$ cat src/mmx_pkg.sv
// Purpose: constants and types for the move/multiply instruction executor
// Assumes: 16-bit instruction words, 12-bit data addresses, 8-bit data
// Notes:   quarter phases q1..q4 form one instruction cycle
package mmx_pkg;
    localparam int unsigned ADDR_W       = 12;
    localparam int unsigned DATA_W       = 8;
    localparam int unsigned INSN_W       = 16;
    localparam logic [3:0]  PFX_MOVE_SRC = 4'hc;
    localparam logic [3:0]  PFX_MOVE_DST = 4'hf;
    localparam logic [7:0]  OP_BANK_LIT  = 8'h01;
    localparam logic [7:0]  OP_WORK_LIT  = 8'h0e;
    localparam logic [7:0]  OP_MUL_LIT   = 8'h0d;
    localparam logic [6:0]  OP_WORK_ST   = 7'h37;
    localparam logic [3:0]  ACCESS_BANK  = 4'h0;
    localparam logic [ADDR_W-1:0] WORK_ADDR = 12'hfe8;
    localparam logic [DATA_W-1:0] RST_BYTE  = 8'h00;
    localparam logic [1:0]  Q_RST        = 2'h0;
    typedef enum logic [2:0] {
        MMX_IDLE, MMX_MOVE_DST, MMX_BANK, MMX_WORK, MMX_STORE, MMX_MUL
    } mmx_op_t;
endpackage

$ cat src/mmx_mem_if.sv
// Purpose: data memory port between executor and its memory access unit
// Assumes: single-cycle read data
// Notes:   none
`timescale 1ns/100ps
interface mmx_mem_if;
    logic [11:0] addr;
    logic        rd;
    logic        wr;
    logic [7:0]  wdata;
    logic [7:0]  rdata;
    modport exec (output addr, output rd, output wr, output wdata,
                  input rdata);
    modport mem  (input addr, input rd, input wr, input wdata,
                  output rdata);
endinterface

$ cat src/mmx_exec.sv
// Purpose: decode and execute of move, literal load and literal multiply
// Assumes: i_insn valid while i_q1 pulses; memory read data is combinational
// Notes:   o_mem_* are registered one clock after the quarter that asks
// Summary of operation
// (RQ1) move is word 1100+source address then word 1111+dest address.
// (RQ2) move addresses span all 4096 bytes and ignore the bank register.
// (RQ3) move may use the working register at either end, no flags change.
// (RQ4) software never names counter low or stack top as move destination.
// (RQ5) move takes two words and two cycles, three when stretched.
// (RQ6) 0000 0001 plus literal loads the bank register, no flags change.
// (RQ7) 0000 1110 plus literal loads the working register, no flags.
// (RQ8) 0110 111a plus address stores the working register to memory.
// (RQ9) access bit 0 picks the access bank, 1 picks the bank register.
// (RQ10) the 8-bit store address reaches all 256 bytes of its bank.
// (RQ11) 0000 1101 plus literal puts working times literal in product pair.
// (RQ12) literal multiply keeps the working register and sets no flags.
// (RQ13) move reads source in q2 of cycle one, writes dest in q4 of two.
// (RQ14) single-word ops decode q1, read q2, process q3, write q4.
`timescale 1ns/100ps
module mmx_exec (
    input  wire logic        i_clk_sys,
    input  wire logic        i_sys_rst,
    input  wire logic [15:0] i_insn,
    input  wire logic        i_q1,
    input  wire logic        i_q2,
    input  wire logic        i_q3,
    input  wire logic        i_q4,
    input  wire logic        i_stretch,
    input  wire logic [7:0]  i_mem_rdata,
    output logic      [11:0] o_mem_addr,
    output logic             o_mem_rd,
    output logic             o_mem_wr,
    output logic      [7:0]  o_mem_wdata,
    output logic      [7:0]  o_working_register,
    output logic      [7:0]  o_bank_select_register,
    output logic      [7:0]  o_product_high_byte,
    output logic      [7:0]  o_product_low_byte,
    output logic             o_busy
);
    mmx_mem_if mem ();

    mmx_pkg::mmx_op_t op;
    mmx_pkg::mmx_op_t next_op;
    logic [7:0]  lit;
    logic [7:0]  next_lit;
    logic [7:0]  hold;
    logic [7:0]  next_hold;
    logic [11:0] dst;
    logic [11:0] next_dst;
    logic        wait_cyc;
    logic        next_wait_cyc;
    logic [7:0]  working_register;
    logic [7:0]  next_working_register;
    logic [7:0]  bank_select_register;
    logic [7:0]  next_bsr;
    logic [15:0] prod;
    logic [15:0] next_prod;
    logic [15:0] mul_res;
    logic        mem_phase;
    logic        next_mem_phase;

    assign mul_res = 16'(working_register) * 16'(lit); // RQ11

    always_comb begin
        next_op       = op;
        next_lit      = lit;
        next_hold     = hold;
        next_dst      = dst;
        next_wait_cyc = wait_cyc;
        next_working_register     = working_register;
        next_bsr      = bank_select_register;
        next_prod     = prod;
        mem.addr      = 12'h000;
        mem.rd        = 1'b0;
        mem.wr        = 1'b0;
        mem.wdata     = 8'h00;
        if (i_q1) begin
            if (op == mmx_pkg::MMX_MOVE_DST) begin
                // second word supplies the destination
                if (i_insn[15:12] == mmx_pkg::PFX_MOVE_DST) // RQ1
                    next_dst = i_insn[11:0]; // RQ2
                else
                    next_op = mmx_pkg::MMX_IDLE;
            end else begin
                next_lit = i_insn[7:0];
                next_wait_cyc = i_stretch; // RQ5
                if (i_insn[15:12] == mmx_pkg::PFX_MOVE_SRC) begin // RQ1
                    next_op  = mmx_pkg::MMX_MOVE_DST;
                    next_dst = i_insn[11:0];
                end else if (i_insn[15:8] == mmx_pkg::OP_BANK_LIT)
                    next_op = mmx_pkg::MMX_BANK; // RQ6
                else if (i_insn[15:8] == mmx_pkg::OP_WORK_LIT)
                    next_op = mmx_pkg::MMX_WORK; // RQ7
                else if (i_insn[15:8] == mmx_pkg::OP_MUL_LIT)
                    next_op = mmx_pkg::MMX_MUL; // RQ11
                else if (i_insn[15:9] == mmx_pkg::OP_WORK_ST) begin
                    next_op = mmx_pkg::MMX_STORE; // RQ8
                    next_dst = i_insn[8] ? {bank_select_register[3:0], i_insn[7:0]} // RQ9 RQ10
                        : {mmx_pkg::ACCESS_BANK, i_insn[7:0]};
                end else
                    next_op = mmx_pkg::MMX_IDLE;
            end
        end
        // source read of the move: first cycle, second quarter
        if (i_q2 && op == mmx_pkg::MMX_MOVE_DST && !mem_phase) begin
            mem.addr = dst; // RQ13
            mem.rd = 1'b1;
        end
        // the read strobe reaches the pins one clock later, so the
        // answer is taken in q3 while the source address stands there
        if (i_q3 && op == mmx_pkg::MMX_MOVE_DST && !mem_phase)
            next_hold = (dst == mmx_pkg::WORK_ADDR) ? working_register
                : i_mem_rdata; // RQ3 RQ13
        if (i_q4) begin
            case (op)
                mmx_pkg::MMX_BANK: next_bsr = lit; // RQ6 RQ14
                mmx_pkg::MMX_WORK: next_working_register = lit; // RQ7 RQ14
                mmx_pkg::MMX_MUL:  next_prod = mul_res; // RQ11 RQ12
                mmx_pkg::MMX_STORE: begin
                    mem.addr = dst; // RQ8
                    mem.wr = 1'b1;
                    mem.wdata = working_register;
                    if (dst == mmx_pkg::WORK_ADDR)
                        next_working_register = working_register; // RQ3
                end
                mmx_pkg::MMX_MOVE_DST: begin
                    if (mem_phase && wait_cyc)
                        next_wait_cyc = 1'b0; // RQ5
                    else if (mem_phase) begin
                        mem.addr = dst; // RQ13
                        mem.wr = 1'b1;
                        mem.wdata = hold;
                        if (dst == mmx_pkg::WORK_ADDR)
                            next_working_register = hold; // RQ3
                    end
                end
                default: begin
                end
            endcase
            if (op != mmx_pkg::MMX_MOVE_DST || (mem_phase && !wait_cyc))
                next_op = mmx_pkg::MMX_IDLE;
        end
    end

    // move phase: 0 during the first word's cycle, 1 afterwards
    always_comb begin
        next_mem_phase = mem_phase;
        if (i_q4 && op == mmx_pkg::MMX_MOVE_DST)
            next_mem_phase = 1'b1;
        if (i_q4 && (op != mmx_pkg::MMX_MOVE_DST
                     || (mem_phase && !wait_cyc)))
            next_mem_phase = 1'b0;
    end

    always_ff @(posedge i_clk_sys or posedge i_sys_rst) begin
        if (i_sys_rst) begin
            op        <= mmx_pkg::MMX_IDLE;
            lit       <= mmx_pkg::RST_BYTE;
            hold      <= mmx_pkg::RST_BYTE;
            dst       <= 12'h000;
            wait_cyc  <= 1'b0;
            working_register      <= mmx_pkg::RST_BYTE;
            bank_select_register       <= mmx_pkg::RST_BYTE;
            prod      <= 16'h0000;
            mem_phase <= 1'b0;
        end else begin
            op        <= next_op;
            lit       <= next_lit;
            hold      <= next_hold;
            dst       <= next_dst;
            wait_cyc  <= next_wait_cyc;
            working_register      <= next_working_register;
            bank_select_register       <= next_bsr;
            prod      <= next_prod;
            mem_phase <= next_mem_phase;
        end
    end

    assign o_working_register     = working_register;
    assign o_bank_select_register = bank_select_register;
    assign o_product_high_byte    = prod[15:8];
    assign o_product_low_byte     = prod[7:0];
    assign o_busy                 = (op == mmx_pkg::MMX_MOVE_DST);

    mmx_mem_port u_port (
        .i_clk_sys (i_clk_sys),
        .i_sys_rst (i_sys_rst),
        .mem       (mem.mem),
        .i_rdata   (i_mem_rdata),
        .o_addr    (o_mem_addr),
        .o_rd      (o_mem_rd),
        .o_wr      (o_mem_wr),
        .o_wdata   (o_mem_wdata)
    );
endmodule

$ cat src/mmx_mem_port.sv
// Purpose: registers data memory strobes onto the top-level pins
// Assumes: read data returns from the memory on the same clock
// Notes:   strobes are delayed by one clock edge
`timescale 1ns/100ps
module mmx_mem_port (
    input  wire logic        i_clk_sys,
    input  wire logic        i_sys_rst,
    mmx_mem_if.mem           mem,
    input  wire logic [7:0]  i_rdata,
    output logic      [11:0] o_addr,
    output logic             o_rd,
    output logic             o_wr,
    output logic      [7:0]  o_wdata
);
    assign mem.rdata = i_rdata;
    always_ff @(posedge i_clk_sys or posedge i_sys_rst) begin
        if (i_sys_rst) begin
            o_addr  <= 12'h000;
            o_rd    <= 1'b0;
            o_wr    <= 1'b0;
            o_wdata <= 8'h00;
        end else begin
            o_addr  <= mem.addr;
            o_rd    <= mem.rd;
            o_wr    <= mem.wr;
            o_wdata <= mem.wdata;
        end
    end
endmodule

$ cat config.mk
export PLATFORM = sky130hd
export DESIGN_NAME = mmx_exec
export DESIGN_NICKNAME = d
export VERILOG_FILES = /design/src/mmx_pkg.sv /design/src/mmx_mem_if.sv /design/src/mmx_exec.sv /design/src/mmx_mem_port.sv
export SDC_FILE = /design/constraint.sdc
export NUM_CORES = 1
export LEC_CHECK = 0
export BUFFER_PORTS_ARGS = -buffer_cell sky130_fd_sc_hd__clkbuf_2
export CORE_ASPECT_RATIO = 0.5
export CORE_MARGIN = 5
export CORE_UTILIZATION = 63
export CTS_CLUSTER_SIZE = 24
export DETAILED_ROUTE_END_ITERATION = 6
export MAX_ROUTING_LAYER = met4
export PLACE_DENSITY_LB_ADDON = 0.1
export RECOVER_POWER = 50
export SLEW_MARGIN = 20
export SYNTH_ARGS = -nofsm -noshare
export SYNTH_HDL_FRONTEND = slang
export SYNTH_SLANG_ARGS = --single-unit
$ cat constraint.sdc
create_clock -name i_clk_sys -period 9.3 [get_ports i_clk_sys]
set_clock_uncertainty 0.1 [all_clocks]
set_input_delay 1.395 -clock i_clk_sys [delete_from_list [all_inputs] [get_ports i_clk_sys]]
set_output_delay 1.395 -clock i_clk_sys [all_outputs]
set_load 0.01 [all_outputs]
# After elaboration in Yosys (flattened, before gate mapping)
# Index checks and enable logic that the tools add are counted.
# W data, S select, Z words.
# totals
register_bits	87
input_bits	31
elab_cells	98
# classes
mul	1
n_eq_ne	20
muxes	44
bitwise	1
reduce_logical	19
# ops
operator	count
$mux W12	12
$mux W8	7
$pmux W8 S2	2
$mux W3	10
$pmux W12 S2	1
$eq A8 B4 Y1 const B	2
$mul A8 B8 Y16	1
$eq A12 B12 Y1 const B	1
$mux W1	11
$ne A3 B3 Y1 const B	3
$eq A4 B4 Y1 const B	2
$eq A8 B1 Y1 const B	1
$logic_and A1 B1 Y1	8
$eq A7 B6 Y1 const B	1
$eq A3 B2 Y1 const B	2
$eq A3 B3 Y1 const B	2
$ne A2 B1 Y1 const B	3
$reduce_and A2 Y1	3
$reduce_and A6 Y1	1
$reduce_and A5 Y1	1
$reduce_bool A2 Y1	2
$eq A3 B1 Y1 const B	1
$ne A3 B1 Y1 const B	1
$reduce_bool A3 Y1	1
other kinds (5)	6

# Logic depth before layout (Yosys ltp)
# logic_depth
depth_word	10
ltp_mapped	16
depth_no_buf	15

# Hierarchy
# Synthesis repeated with hierarchy kept, for this count alone.
# unflattened
hier_cells	570
hier_area_um2	5768.0
# modules_own_cells
module	n_inst	cells_each	area_each_um2	seq_area_each_um2
mmx_exec	1	539	5153.7	1626.6
mmx_mem_port	1	31	614.3	550.5

# Worst setup path before layout
# Ideal clock, no wire load.
# synth_timing
path_kind	register -> register
from	reg working_register[5] (netlist: o_working_register[5])
to	reg prod[13]
arrival_time_ps	3990
required_ps	9105
setup_slack_ps	5114
path_stages_with_launch	16
period_less_slack_ps	4186
path_cell_list	dfrtp_1 -> clkbuf_1 -> nand2_1 -> fa_1 -> fa_1 -> inv_1 -> fa_1 -> inv_1 -> fa_1 -> inv_1 -> ha_1 -> o211ai_1 -> a21oi_1 -> o2111ai_1 -> and3_1 -> o31ai_1
# synth_between
elab_chain_len	1
# synth_rtl
item	line_no	source
from (decl)	mmx_exec.sv:52	logic [7:0] working_register;
from (signal assigned)	mmx_exec.sv:162	working_register <= mmx_pkg::RST_BYTE;
from (signal assigned)	mmx_exec.sv:172	working_register <= next_working_register;
$mul A8 B8 Y16	mmx_exec.sv:62	assign mul_res = 16'(working_register) * 16'(lit);
to (signal assigned)	mmx_exec.sv:174	prod <= next_prod;
to (decl)	mmx_exec.sv:56	logic [15:0] prod;
# No other way between the ends.
# A chain may end at the register's enable or synchronous reset.

==> flow_metrics.tcl <==
set metrics [dict create \
    status "finished with violations" \
    violations "max-capacitance violations, max-slew violations" \
    maxCapViolations 1 \
    fp.coreArea_mm2 0.008828 \
    grt.total_usage_pct 24.21 \
    firstDrtPassIters 5 \
    min_path_cells 2 \
    clock_sinks 87 \
    num_rows 24 \
    worst_slew_pin_slew_ps 3758 \
    drc 0 \
    hold_viol_final 0 \
    cp.arrival_ps 4580 \
    finalNonFillerCells 742 \
    clk_pin_slew_ps 70 \
    cts_hold_buf 0 \
    grt_setup_unrepaired "false" \
    wl_um 12560 \
    fmax_mhz 197.0 \
    ff2ff_setup_slack_ps 4950 \
    hold_path_class "reg2reg" \
    cts_tree "built" \
    area_growth_pct 11.23 \
    end_kind "async pin" \
    synth_nets 656 \
    grt_pass1_vias 4246 \
    ys_ff_latch 87 \
    path_class "in2async" \
    hold_end "prod[11]" \
    ios 86 \
    grt_pass1_wl_um 21440 \
    die_area_mm2 0.01131 \
    netSwitchingFraction_pct 39.03 \
    report.final.slew_viol_count 74 \
    gp_congestion 0.8626 \
    powerDensity_mw_per_mm2 221.5 \
    synth_warnings 0 \
    synth_edf_count 0 \
    drive_gt1_share_pct 14.40 \
    worstReg2RegStart "o_working_register[5]" \
    cp.required_ps 8800 \
    start_util_pct 65.52 \
    port_buffers 85 \
    seq_power_share_pct 33.7 \
    crit_path_frequent_cell "clkbuf_1" \
    p_sw_uw 556.1 \
    final_net_count 723 \
    dp.cells 726 \
    synthArstFlopShare_pct 100.0 \
    reg2reg_depth 14 \
    hp-start "prod[11]" \
    yosysTopAreaCell "dfrtp_1" \
    peakVddDrop_mv 0.1398 \
    syn_inst 553 \
    synth_common_cells "87 x dfrtp_1, 53 x inv_1, 52 x and2_1, 52 x nand2_1" \
    final.setup.tns_ps 0 \
    cts_buffer_depth 2 \
    postCtsSetupBuffers 0 \
    die_y_um 77.76 \
    p_leak_uw 0.003135 \
    cts_resized 0 \
    cp_max_fo 73 \
    diodes 0 \
    syn_avg_cell_area_um2 10.46 \
    vias 4110 \
    min_period_ps 5076 \
    syn_area_mm2 0.005784 \
    cts_root_buf "clkbuf_16" \
    grt_max_degree 74 \
    clockPowerShare_pct 25.8 \
    h-tree-depth 3 \
    dp_hpwl_um 9156 \
    synth.most_common_cell "dfrtp_1" \
    maxSlewHeadroom_pct -150.6 \
    seq_area_frac_synth_pct 37.64 \
    ant_nets 0 \
    fin_crit_sh_pct 54.59 \
    yosysTopAreaCellShare_pct 37.64 \
    critPathMaxStageDelay_ps 2670 \
    ys.flop_type "dfrtp_1" \
    p_comb_share_pct 40.5 \
    startpoint_type "input port" \
    cp_slowest_cell "clkbuf_1" \
    p_int_uw 868.7 \
    drtIter0Drc 178 \
    path_cells "clkbuf_1 > clkinvlp_2 > clkbuf_1" \
    die_w_um 145.5 \
    synth_cell_type_count 54 \
    numCtsBuffers 9 \
    setup_viol 0 \
    clock_latency_ps 360 \
    synth_area_leaders "dfrtp_1 38%, fa_1 12%, ha_1 7.8%" \
    grt-ovfl-total 0 \
    vias_per_cell 5.539 \
    wl_per_cell_um 16.93 \
    grt_antenna_before_repair 0 \
    timing.rr.end "prod[13]" \
]
## cells by family after synthesis
logic type / after synthesis / share of synthesized area, %
AND/OR/NAND/NOR: 168 / 15.86
AO/OA/AOI/OAI: 90 / 10.32
flip-flops: 87 / 37.64
buffers and inverters: 85 / 6.143
adder cells (fa/ha/maj): 72 / 20.25
multiplexers: 40 / 8.133
XOR/XNOR: 11 / 1.666
## power by group through the flow
stage / registers, uW / logic (uW) / clock network, uW
after floorplan: 450 / 479 / 0
after global placement: 484 / 560 / 0
after detailed placement: 486 / 580 / 0
after CTS: 479 / 588 / 372
after global routing: 488 / 675 / 392
final: 481 / 577 / 367
## registers in the layout (all words and copies together), names as in the netlist
register / count
u_port.o_wr: 1
u_port.o_wdata: 8
hold: 8
o_working_register: 8
o_bank_select_register: 8
u_port.o_addr: 12
op: 3
lit: 8
wait_cyc: 1
dst: 12
prod: 16
mem_phase: 1
u_port.o_rd: 1
## cells in the final DEF (no fill, tap or decap), drive strengths merged, types with 6 or more instances in the layout
master and count:
a21oi 16, a22oi 9, a2bb2oi 8, and2 52
clkbuf 96, dfrtp 87, fa 36, ha 36
inv 56, mux2 29, mux2i 11, nand2 52
nand3 6, nor2 17, nor2b 14, o21ai 30
o22ai 8, xor2 8
## worst max path at each step
| stage | startpoint | endpoint | slack, ps | depth (start not counted) |
|---|---|---|---|---|
| final | i_sys_rst | o_bank_select_register[7] | 4220 | 3 |
| after global routing | i_sys_rst | o_bank_select_register[2] | 3010 | 3 |
| after CTS | o_working_register[5] | prod[13] | 4960 | 14 |
| after detailed placement | o_working_register[5] | prod[13] | 4970 | 14 |
| after global placement | o_working_register[5] | prod[13] | 5080 | 14 |
| after floorplan | o_working_register[5] | prod[13] | 5110 | 15 |
## critical path, delay by kind of cell
family	cells	cell delay (ps)
buffers and inverters	3	3130
## layout make-up
cell class,instances,area (um2)
Multi-Input combinational cell,381,3226
Fill cell,700,2395
Sequential cell,87,2177
Timing Repair Buffer,87,372.9
Clock buffer,9,225.2
Inverter,54,205.2
Tap cell,117,146.4
Clock inverter,7,81.33
## through the flow
stage	power, uW	setup WS (ps)	util [%]	hold WS, ps	cell area (um2)
2_1_floorplan	929.2	5115	-	373.0	5784
3_3_place_gp	1044	5079	70.56	360.5	6230
3_5_place_dp	1065	4971	70.56	369.0	6230
4_1_cts	1438	4956	74.04	384.4	6536
5_1_grt	1556	3013	72.87	421.7	6434
6_report	1425	4224	72.87	376.4	6434
## routing by layer
metal | track usage (%) | wire length [um] | vias up | share of wire (%)
li1 | - | - | 1968 | -
met1 | 34.62 | 6175 | 2015 | 49
met2 | 35.75 | 5492 | 113 | 44
met3 | 6.461 | 762 | 14 | 6.1
met4 | 3.818 | 129 | 0 | 1.0
met5 | - | 0 | - | 0
Note: power is estimated with default switching activity, not from simulation.
